## config.mk

```make
export PLATFORM = sky130hd
export DESIGN_NAME = gpcp_port
export DESIGN_NICKNAME = d
export VERILOG_FILES = /design/src/verilog/gpcp_pkg.sv /design/src/verilog/gpcp_sync.sv /design/src/verilog/gpcp_port.sv
export SDC_FILE = /design/constraint.sdc
export NUM_CORES = 1
export LEC_CHECK = 0
export BUFFER_PORTS_ARGS = -buffer_cell sky130_fd_sc_hd__clkbuf_2
export CAP_MARGIN = 20
export CELL_PAD_IN_SITES_DETAIL_PLACEMENT = 0
export CELL_PAD_IN_SITES_GLOBAL_PLACEMENT = 1
export CORE_UTILIZATION = 42
export DETAILED_ROUTE_END_ITERATION = 10
export PLACE_DENSITY_LB_ADDON = 0.1
export SYNTH_ARGS = -nofsm -noshare
export SYNTH_HDL_FRONTEND = slang
export SYNTH_SLANG_ARGS = --single-unit
```

## constraint.sdc

```tcl
create_clock -name i_core_clk -period 6.8 [get_ports i_core_clk]
set_input_delay 0.68 -clock i_core_clk [delete_from_list [all_inputs] [get_ports i_core_clk]]
set_output_delay 0.68 -clock i_core_clk [all_outputs]
set_load 0.05 [all_outputs]
```

## src/verilog/gpcp_pkg.sv

```systemverilog
package gpcp_pkg;

  localparam int GPCP_PIN_W = 8;
  localparam int GPCP_ANALOG_W = 5;
  localparam int GPCP_MON_LO = 4;
  localparam int GPCP_MON_HI = 7;
  localparam int GPCP_PULLUP_BIT = 7;
  localparam int GPCP_FLAG_BIT = 0;

  localparam logic [7:0] GPCP_DIR_RST = 8'hff;
  localparam logic [7:0] GPCP_LATCH_RST = 8'h00;
  localparam logic [7:0] GPCP_CAPT_RST = 8'h00;
  localparam logic GPCP_PULLUP_DIS_RST = 1'h1;
  localparam logic [4:0] GPCP_ANALOG_RST = 5'h1f;
  localparam logic GPCP_FLAG_RST = 1'h0;
  localparam logic GPCP_ARMED_RST = 1'h0;

  // Alternate function pin positions
  localparam int GPCP_SER_TX_PIN = 1;
  localparam int GPCP_SER_RX_PIN = 4;
  localparam int GPCP_PWM_PIN0 = 2;
  localparam int GPCP_PWM_PIN1 = 3;
  localparam int GPCP_PWM_PIN2 = 6;
  localparam int GPCP_PWM_PIN3 = 7;
  localparam int GPCP_CONV_PIN0 = 0;
  localparam int GPCP_CONV_PIN1 = 1;
  localparam int GPCP_CONV_PIN2 = 4;

  // One CPU register access, all strobes one cycle wide
  typedef struct packed {
    logic wr_latch;
    logic wr_port;
    logic wr_dir;
    logic wr_ctl2;
    logic wr_analog;
    logic rd_port;
    logic mem_move;
    logic [7:0] data;
  } gpcp_acc_s;

  // Peripheral drive onto the pins
  typedef struct packed {
    logic ser_tx_en;
    logic ser_tx;
    logic [3:0] pwm_en;
    logic [3:0] pwm;
  } gpcp_alt_s;

endpackage

```

## src/verilog/gpcp_sync.sv

```systemverilog
`timescale 1ns/1ps
module gpcp_sync #(
  parameter int WIDTH = 8
) (
  input wire logic i_core_clk,
  input wire logic i_sys_rst,
  input wire logic [WIDTH-1:0] i_async,
  output logic [WIDTH-1:0] o_stable
);
  logic [WIDTH-1:0] ff1_q;
  logic [WIDTH-1:0] ff2_q;
  logic [WIDTH-1:0] ff3_q;
  logic [WIDTH-1:0] stable_q;
  logic [WIDTH-1:0] agree;
  logic [WIDTH-1:0] stable_d;

  if (WIDTH < 1) begin : g_chk
    $error("gpcp_sync needs at least one bit");
  end

  // Only the second and third stages are compared
  assign agree = ~(ff2_q ^ ff3_q);
  assign stable_d = (agree & ff3_q) | (~agree & stable_q);
  assign o_stable = stable_q;

  always_ff @(posedge i_core_clk or posedge i_sys_rst) begin
    if (i_sys_rst) begin
      ff1_q <= '0;
      ff2_q <= '0;
      ff3_q <= '0;
      stable_q <= '0;
    end else begin
      ff1_q <= i_async;
      ff2_q <= ff1_q;
      ff3_q <= ff2_q;
      stable_q <= stable_d;
    end
  end
endmodule

```

## src/verilog/gpcp_port.sv

```systemverilog
`timescale 1ns/1ps
// How it works
// Eight two-way pins, each with own direction bit and data bit.
// Direction bit one puts that pin driver in high impedance.
// Direction bit zero drives the pin from its output latch bit; the code leaves the pin undriven while its analog select bit is set.
// Output latch is its own register and reads back latched value.
// One active-low control bit enables all weak pull-ups when cleared.
// Pull-up is forced off on any pin set as output.
// Pull-ups are disabled after power-on reset.
// After reset lower five pins are analog reading zero, upper three digital.
// Alternate functions: interrupts, converter, serial port and PWM routed to pins.
// Change detection covers upper four pins, outputs excluded.
// Monitored inputs compared with value captured at last port read.
// Mismatches are ORed to set the port change flag.
// Port change flag can wake the device from sleep.
// Port read or write recaptures the compare value, except memory moves.
// Flag keeps setting while mismatch lasts; software ends mismatch, then clears.
// Software should not poll the port while change detection is used.
// Port read returns pin levels; port write updates the output latch.
module gpcp_port
  import gpcp_pkg::*;
#(
  parameter int PIN_W = GPCP_PIN_W
) (
  input wire logic i_core_clk,
  input wire logic i_sys_rst,
  input wire gpcp_acc_s i_acc,
  input wire logic i_flag_clr,
  input wire logic i_change_ie,
  input wire gpcp_alt_s i_alt,
  input wire logic [PIN_W-1:0] i_pin_in,
  output logic [PIN_W-1:0] o_pin_out,
  output logic [PIN_W-1:0] o_pin_oe,
  output logic [PIN_W-1:0] o_pin_pullup_en,
  output logic [PIN_W-1:0] o_port_pin_data,
  output logic [PIN_W-1:0] o_port_output_latch,
  output logic [PIN_W-1:0] o_pin_direction_mask,
  output logic [7:0] o_int_control_second,
  output logic [7:0] o_int_control_main,
  output logic [GPCP_ANALOG_W-1:0] o_analog_sel,
  output logic o_port_change_flag,
  output logic o_wake_req,
  output logic [2:0] o_ext_interrupt_in,
  output logic o_serial_rx,
  output logic [2:0] o_conv_analog_en
);

  if (PIN_W != GPCP_PIN_W) begin : g_chk
    $error("gpcp_port supports exactly eight pins");
  end

  logic [PIN_W-1:0] dir_q;
  logic [PIN_W-1:0] dir_d;
  logic [PIN_W-1:0] latch_q;
  logic [PIN_W-1:0] latch_d;
  logic [PIN_W-1:0] capt_q;
  logic [PIN_W-1:0] capt_d;
  logic pullup_disable_n_q;
  logic pullup_disable_n_d;
  logic [GPCP_ANALOG_W-1:0] analog_q;
  logic [GPCP_ANALOG_W-1:0] analog_d;
  logic flag_q;
  logic flag_d;
  logic [PIN_W-1:0] pin_out_q;
  logic [PIN_W-1:0] pin_out_d;
  logic [PIN_W-1:0] pin_oe_q;
  logic [PIN_W-1:0] pin_oe_d;
  logic [PIN_W-1:0] pullup_q;
  logic [PIN_W-1:0] pullup_d;
  logic [PIN_W-1:0] rdata_q;
  logic [PIN_W-1:0] rdata_d;
  logic [PIN_W-1:0] pin_sync;
  logic [PIN_W-1:0] pin_read;
  logic [PIN_W-1:0] analog_mask;
  logic [PIN_W-1:0] alt_en;
  logic [PIN_W-1:0] alt_val;
  logic [3:0] mismatch;
  logic capture;
  logic armed_q;
  logic armed_d;

  // Widens the analog select to a pin mask
  function automatic logic [7:0] gpcp_analog_mask(input logic [GPCP_ANALOG_W-1:0] sel);
    gpcp_analog_mask = {3'h0, sel};
  endfunction

  // Digital view of the pins, analog ones read low
  function automatic logic [7:0] gpcp_digital(input logic [7:0] lvl, input logic [7:0] amask);
    gpcp_digital = lvl & ~amask;
  endfunction

  // Pins cross from the board, so three stages first
  gpcp_sync #(
    .WIDTH(PIN_W)
  ) u_pin_sync (
    .i_core_clk(i_core_clk),
    .i_sys_rst(i_sys_rst),
    .i_async(i_pin_in),
    .o_stable(pin_sync)
  );

  assign analog_mask = gpcp_analog_mask(analog_q);
  // analog pins read zero
  assign pin_read = gpcp_digital(pin_sync, analog_mask);

  // port write hits latch
  assign latch_d = (i_acc.wr_latch | i_acc.wr_port) ? i_acc.data : latch_q;
  // per-pin direction
  assign dir_d = i_acc.wr_dir ? i_acc.data : dir_q;
  // global pull-up control
  assign pullup_disable_n_d = i_acc.wr_ctl2 ? i_acc.data[GPCP_PULLUP_BIT] : pullup_disable_n_q;
  assign analog_d = i_acc.wr_analog ? i_acc.data[GPCP_ANALOG_W-1:0] : analog_q;

  // any port access except memory move
  assign capture = (i_acc.rd_port | i_acc.wr_port) & ~i_acc.mem_move;
  // Compare value tracks pins until first access, no false change after reset
  assign armed_d = armed_q | capture;
  assign capt_d = (capture | ~armed_q) ? pin_read : capt_q;

  // upper four inputs only
  // against captured value
  assign mismatch = (pin_read[GPCP_MON_HI:GPCP_MON_LO] ^ capt_q[GPCP_MON_HI:GPCP_MON_LO])
    & dir_q[GPCP_MON_HI:GPCP_MON_LO] & {4{armed_q}};

  // OR of mismatches
  // set wins over clear, so a live mismatch keeps it
  assign flag_d = (|mismatch) | (flag_q & ~i_flag_clr);

  // peripheral overrides on the pins
  always_comb begin
    alt_en = '0;
    alt_val = '0;
    alt_en[GPCP_SER_TX_PIN] = i_alt.ser_tx_en;
    alt_val[GPCP_SER_TX_PIN] = i_alt.ser_tx;
    alt_en[GPCP_PWM_PIN0] = i_alt.pwm_en[0];
    alt_val[GPCP_PWM_PIN0] = i_alt.pwm[0];
    alt_en[GPCP_PWM_PIN1] = i_alt.pwm_en[1];
    alt_val[GPCP_PWM_PIN1] = i_alt.pwm[1];
    alt_en[GPCP_PWM_PIN2] = i_alt.pwm_en[2];
    alt_val[GPCP_PWM_PIN2] = i_alt.pwm[2];
    alt_en[GPCP_PWM_PIN3] = i_alt.pwm_en[3];
    alt_val[GPCP_PWM_PIN3] = i_alt.pwm[3];
  end

  // latch drives output pins
  assign pin_out_d = (alt_en & alt_val) | (~alt_en & latch_q);
  // direction one releases the pin
  assign pin_oe_d = ~dir_q & ~analog_mask;
  // pull-up only on inputs
  assign pullup_d = {PIN_W{~pullup_disable_n_q}} & dir_q;
  // port reads pin levels
  assign rdata_d = pin_read;

  always_ff @(posedge i_core_clk or posedge i_sys_rst) begin
    if (i_sys_rst) begin
      dir_q <= GPCP_DIR_RST;
      latch_q <= GPCP_LATCH_RST;
      capt_q <= GPCP_CAPT_RST;
      // pull-ups off at reset
      pullup_disable_n_q <= GPCP_PULLUP_DIS_RST;
      // lower pins analog at reset
      analog_q <= GPCP_ANALOG_RST;
      flag_q <= GPCP_FLAG_RST;
      armed_q <= GPCP_ARMED_RST;
    end else begin
      dir_q <= dir_d;
      latch_q <= latch_d;
      capt_q <= capt_d;
      pullup_disable_n_q <= pullup_disable_n_d;
      analog_q <= analog_d;
      flag_q <= flag_d;
      armed_q <= armed_d;
    end
  end

  // Pin drive registered to keep glitches off the board
  always_ff @(posedge i_core_clk or posedge i_sys_rst) begin
    if (i_sys_rst) begin
      pin_out_q <= '0;
      pin_oe_q <= '0;
      pullup_q <= '0;
      rdata_q <= '0;
    end else begin
      pin_out_q <= pin_out_d;
      pin_oe_q <= pin_oe_d;
      pullup_q <= pullup_d;
      rdata_q <= rdata_d;
    end
  end

  assign o_pin_out = pin_out_q;
  assign o_pin_oe = pin_oe_q;
  assign o_pin_pullup_en = pullup_q;
  assign o_port_pin_data = rdata_q;
  // latch reads back latch, not pins
  assign o_port_output_latch = latch_q;
  assign o_pin_direction_mask = dir_q;
  assign o_analog_sel = analog_q;
  assign o_int_control_second = {pullup_disable_n_q, 7'h00};
  assign o_int_control_main = {7'h00, flag_q};
  assign o_port_change_flag = flag_q;
  // wake from sleep
  assign o_wake_req = flag_q & i_change_ie;
  // inputs to interrupt, serial and converter units
  assign o_ext_interrupt_in = pin_read[2:0];
  assign o_serial_rx = pin_read[GPCP_SER_RX_PIN];
  assign o_conv_analog_en = {analog_mask[GPCP_CONV_PIN2], analog_mask[GPCP_CONV_PIN1], analog_mask[GPCP_CONV_PIN0]};

endmodule

```

# Word level (Yosys, flattened, before mapping)
# Index checks and enable logic that the tools add are counted.
[op_classes]
n_bitwise = 30
n_reduce_logical = 1
[op_table]
columns = ["operator", "n"]
rows = [
  ["bitwise AND 8 bit", 7],
  ["inverter 8 bit", 4],
  ["OR 8 bit", 2],
  ["bitwise AND 4 bit", 2],
  ["inverter 5 -> 8 bit", 1],
  ["bitwise XOR 8 bit", 1],
  ["OR 1 bit", 5],
  ["inverter 1 bit", 4],
  ["OR reduction 4 bit", 1],
  ["bitwise XOR 4 bit", 1],
  ["bitwise AND 1 bit", 3],
]
[totals]
reg_bits = 96
out_inout_bits = 78
word_cells = 46

# Logic depth before layout (Yosys ltp)
[depth]
word_depth = 7
depth_mapped = 4
mapped_depth_nobuf = 4

# Cells and area by module
# A second synthesis with hierarchy kept.
[hier_totals]
cells_unflattened = 200
hier_area_um2 = 3154.3
[modules_own_cells]
columns = ["mod", "n_inst", "cells_per_inst", "area_each_um2", "seq_area_each_um2"]
rows = [
  ["gpcp_port", 1, 159, 2259.7, 1519.0],
  ["gpcp_sync", 1, 41, 894.6, 800.8],
]

# Least setup slack after synthesis
# No wires, ideal clock.
[synth_path]
path_type = "register to output"
from = "register flag_q, in the netlist o_port_change_flag"
to = "output port o_wake_req"
arrival_ns = 1.138
t_required_ns = 6.120
slack_ns = 4.982
path_stages_with_launch = 2
path_buffers = 0
cell_sequence = "dfrtp_1 > and2_1"
[synth_between]
elab_chain_cells = 1
[synth_rtl]
columns = ["element", "line", "rtl"]
rows = [
  ["from (decl)", "gpcp_port.sv:62", "logic flag_q;"],
  ["from (signal assigned)", "gpcp_port.sv:171", "flag_q <= flag_d;"],
  ["bitwise AND 1 bit", "gpcp_port.sv:203", "assign o_wake_req = flag_q & i_change_ie;"],
  ["to (decl)", "gpcp_port.sv:42", "output logic o_wake_req,"],
]
# No other way between the ends.

# Worst setup path after layout
[layout_path]
from = "register analog_q[4], in the netlist o_analog_sel[4]"
to = "output port o_serial_rx"
[layout_between]
elab_chain_cells = 2
[layout_rtl]
columns = ["element", "line", "rtl"]
rows = [
  ["from (decl)", "gpcp_port.sv:60", "logic [GPCP_ANALOG_W-1:0] analog_q;"],
  ["from (signal assigned)", "gpcp_port.sv:170", "analog_q <= analog_d;"],
  ["inverter 5 -> 8 bit", "gpcp_port.sv:89", "gpcp_digital = lvl & ~amask;"],
  ["bitwise AND 8 bit", "gpcp_port.sv:89", ""],
  ["to (decl)", "gpcp_port.sv:44", "output logic o_serial_rx,"],
]
# No other way between the ends.

==> results.txt <==
* Worst-case hold slack: 0.3486 ns
* Top post-synthesis cells by count: sky130_fd_sc_hd__dfrtp_1, sky130_fd_sc_hd__mux2_2, sky130_fd_sc_hd__buf_4
- Detail Placement HPWL: 3653 um
* Minimum clock period: 2.072 ns
- The via count of the first global-routing pass is 1609.
* Maximum fanout along the worst path: 5
- Placeable Area: 7253 um2
- Final count of pins violating max slew: 0
- Master cell of the clock root buffer: sky130_fd_sc_hd__clkbuf_8
- Met1 capacity usage during global routing: 0.1906
- Tracing the worst setup path back leads to its startpoint at o_analog_sel[4].
- Total power divided by cell area: 318.2 nW/um2
- In this run the power spent charging and discharging nets is 410.0 uW.
* Synthesized cell area: 3142 um2
* Detail Route Antenna Nets: 0
- Adding up every negative setup slack in the final design gives 0 ns.
- Counting flops with an async set or reset pin after synthesis yields a share of 1.000.
- sky130_fd_sc_hd__dfrtp_1 takes more of the synthesized area than any other cell.
* Chain of cells forming the critical path: and2b_1, clkbuf_2
* Portion of synthesized cell area occupied by the leading cell type: 0.6213
* Cell row count: 31
- Clock power share: 0.261
- Summing internal, switching and leakage power gives 1217 uW.
- CTS Buf Count: 9
* Hold Buf Count CTS: 0
* First-pass DRT Iterations: 4
- Top achievable clock speed: 482.7 MHz
- For this configuration, the core starts out at a cell density of 0.4332.
- Placer congestion estimate: 0.6976
* Worst-Skew Late Latency: 0.35 ns
- By area the synthesized netlist is led by sky130_fd_sc_hd__dfrtp_1, sky130_fd_sc_hd__dfstp_2, sky130_fd_sc_hd__mux2_2, sky130_fd_sc_hd__buf_4, sky130_fd_sc_hd__maj3_1.
- In this run the post-CTS setup repair buffer count came out at 0.
- Dominant synthesized flop cell: sky130_fd_sc_hd__dfrtp_1
- Post-route DRC: 0
* Total Wirelength: 5279 um
- The internal power of the cells totals 807.0 uW.
- No sink is reached through more buffers than the 2 on the longest clock path.
- In this run the count of I/O pins placed on the die edge is 115.
- Post-route fraction of the period consumed by the critical path: 0.3046
- In this run the worst hold path is classified as primary input to async pin.
- For the worst setup path, the data required time is 6.12 ns.
- Via/cell ratio: 4.308
* Proportion of layout cells with a drive suffix above 1: 0.5248
* Met2 capacity usage during global routing: 0.2175
- The detailed router placed 1732 vias in this run.
- Wire length of the first global-routing pass: 8148 um
* Least-Margin Pin Slew: 0.5482 ns
- Category of the worst setup path launch point: register
- Number of filler instances in the final layout: 648
* Distinct cells, synth: 23
- The slowest stage of the critical path is the sky130_fd_sc_hd__dfstp_2 cell.
* Signal arrival time at the worst endpoint: 1.39 ns
* Number of antenna violations at the first check in global routing: 0
- Sequential area share after synthesis: 0.7384
- Input and output buffers added on the ports amount to 100.
* Logic gate share of total power: 0.222
- GRT Util Overall: 0.1449
* Die Area: 7830 um2
- The share of total power dissipated in sequential elements is 0.517.
* Max capacitance violation total: 0
* Clock tree from TritonCTS: done
* Synthesized area per cell: 15.79 um2
- Cell leakage power: 0.001881 uW
- After detailed routing, the average wire length per cell comes to 13.13 um.
- Leading cell type by number of instances after synthesis: sky130_fd_sc_hd__dfrtp_1
- Area growth from synthesis to layout: 21.74%
- Met3 usage: 0.03918
- R2r startpoint: o_analog_sel[4]
- Overall die width: 88.49 um
* Starting DRC count in detailed routing: 40
* Sw frac: 0.3369
- Endpoints failing hold: 0
- The layer flagged by global routing as most heavily used is met2.
* Number of register bits inferred by synthesis: 92
- VDD sags by at most 0.0001434 V.
- Gates resized during post-CTS repair numbered 0.
* Final net count: 335
- In this design, the stage delay of the slowest critical-path cell is 0.57 ns.
* Total number of clock tree sinks: 92
- Setup repair after global routing left no endpoint under its margin.
* Final Skew: 0.01295 ns
- Die height: 88.49 um
* Crit Path Category: register to output port
- Setup violations remaining at the end of the flow were counted as 0.
- For this run the aggregate overflow at the end of global routing stands at 0.
- Synthesis produced 199 cells.
- The run finished with clean final reports.
* Clock slew at reported path FFs: 0.08 ns
- In this run, synthesis inferred 0 flip-flops with an integrated enable.
* Pin count of the biggest net entering global routing: 93
* Relative max-transition margin: 0.6341
- The Yosys step of the flow raised 0 warnings.
- The number of antenna diodes in the final layout is 0.
- The H-tree was split into 3 levels.
* Setup crit end kind: output port
-- cells in the final DEF (no fill, tap or decap), types with 2 or more instances in the layout --
cell                         netlist  routed
sky130_fd_sc_hd__clkinv_2          0       3
sky130_fd_sc_hd__clkbuf_2          0     100
sky130_fd_sc_hd__conb_1            1      14
sky130_fd_sc_hd__clkbuf_8          0      10
sky130_fd_sc_hd__maj3_1            8       8
sky130_fd_sc_hd__nand2_1           5       5
sky130_fd_sc_hd__nor2_1            9       9
sky130_fd_sc_hd__dfstp_2          14      14
sky130_fd_sc_hd__inv_1             6       5
sky130_fd_sc_hd__nor2b_1           8       8
sky130_fd_sc_hd__mux2_2           27      27
sky130_fd_sc_hd__xor2_1            3       3
sky130_fd_sc_hd__o21ai_0           4       4
sky130_fd_sc_hd__clkbuf_1          1       2
sky130_fd_sc_hd__clkinvlp_4        0       2
sky130_fd_sc_hd__dfrtp_1          78      78
-- power groups by stage --
stage	sequential, uW	clock [uW]	combinational (uW)
floorplan	742	0	118
global placement	640	0	270
detailed placement	642	0	271
CTS	631	330	271
global route	637	350	286
finish	629	317	270
-- through the flow --
| step | std cells | worst slack [ns] | cell area (um2) | utilization |
|---|---|---|---|---|
| 6_report | 402 | 4.728 | 3825 | 0.5273 |
| 5_1_grt | 402 | 4.663 | 3825 | 0.5273 |
| 4_1_cts | 401 | 4.705 | 3797 | 0.5235 |
| 3_5_place_dp | 385 | 4.984 | 3627 | 0.5001 |
| 3_3_place_gp | 385 | 4.990 | 3627 | 0.5001 |
| 2_1_floorplan | 212 | 3.751 | 3191 | - |
-- path summary, 6_finish.rpt --
| kind | slack (ns) | depth (start not counted) | to |
|---|---|---|---|
| max | 4.73 | 2 | o_serial_rx |
| min | 0.35 | 3 | o_pin_oe[3] |
| max reg2reg | 5.45 | 4 | o_port_change_flag |
| min reg2reg | 0.35 | 0 | u_pin_sync.ff2_q[6] |
| max in group asynchronous | 5.78 | 4 | o_analog_sel[0] |
| min in group i_core_clk | 0.35 | 0 | u_pin_sync.ff2_q[6] |
-- critical path: cells and delay by family (launching register included) --
family | cells | cell delay [ns]
AND/OR/NAND/NOR | 1 | 0.23
flip-flops | 1 | 0.57
buffers and inverters | 1 | 0.25
-- layer usage --
metal	wire [um]	part of all wire
met3	287	0.054
met4	99	0.019
met2	2464	0.47
met5	0	0
met1	2427	0.46
-- kinds of logic (layout without fill, tap and decap cells) --
family | after synthesis | after routing | share of synthesized area
flip-flops | 92 | 92 | 0.7383
buffers and inverters | 33 | 124 | 0.06969
XOR/XNOR | 4 | 4 | 0.01115
AND/OR/NAND/NOR | 26 | 26 | 0.04102
other | 1 | 14 | 0.001194
AO/OA/AOI/OAI | 8 | 8 | 0.01633
multiplexers | 27 | 27 | 0.09677
adder cells (fa/ha/maj) | 8 | 8 | 0.02549
-- area by class of cell --
type                            count  area (um2)  share of cell area
Timing Repair Buffer              102       535.5              0.1400
Inverter                            6       23.77            0.006215
Clock inverter                      4       25.02            0.006542
Multi-Input combinational cell     87       651.9              0.1704
Clock buffer                       12       145.1             0.03795
Tap cell                           99       123.9             0.03238
Sequential cell                    92        2320              0.6065
No activity file was read; power rests on OpenSTA's default activity.
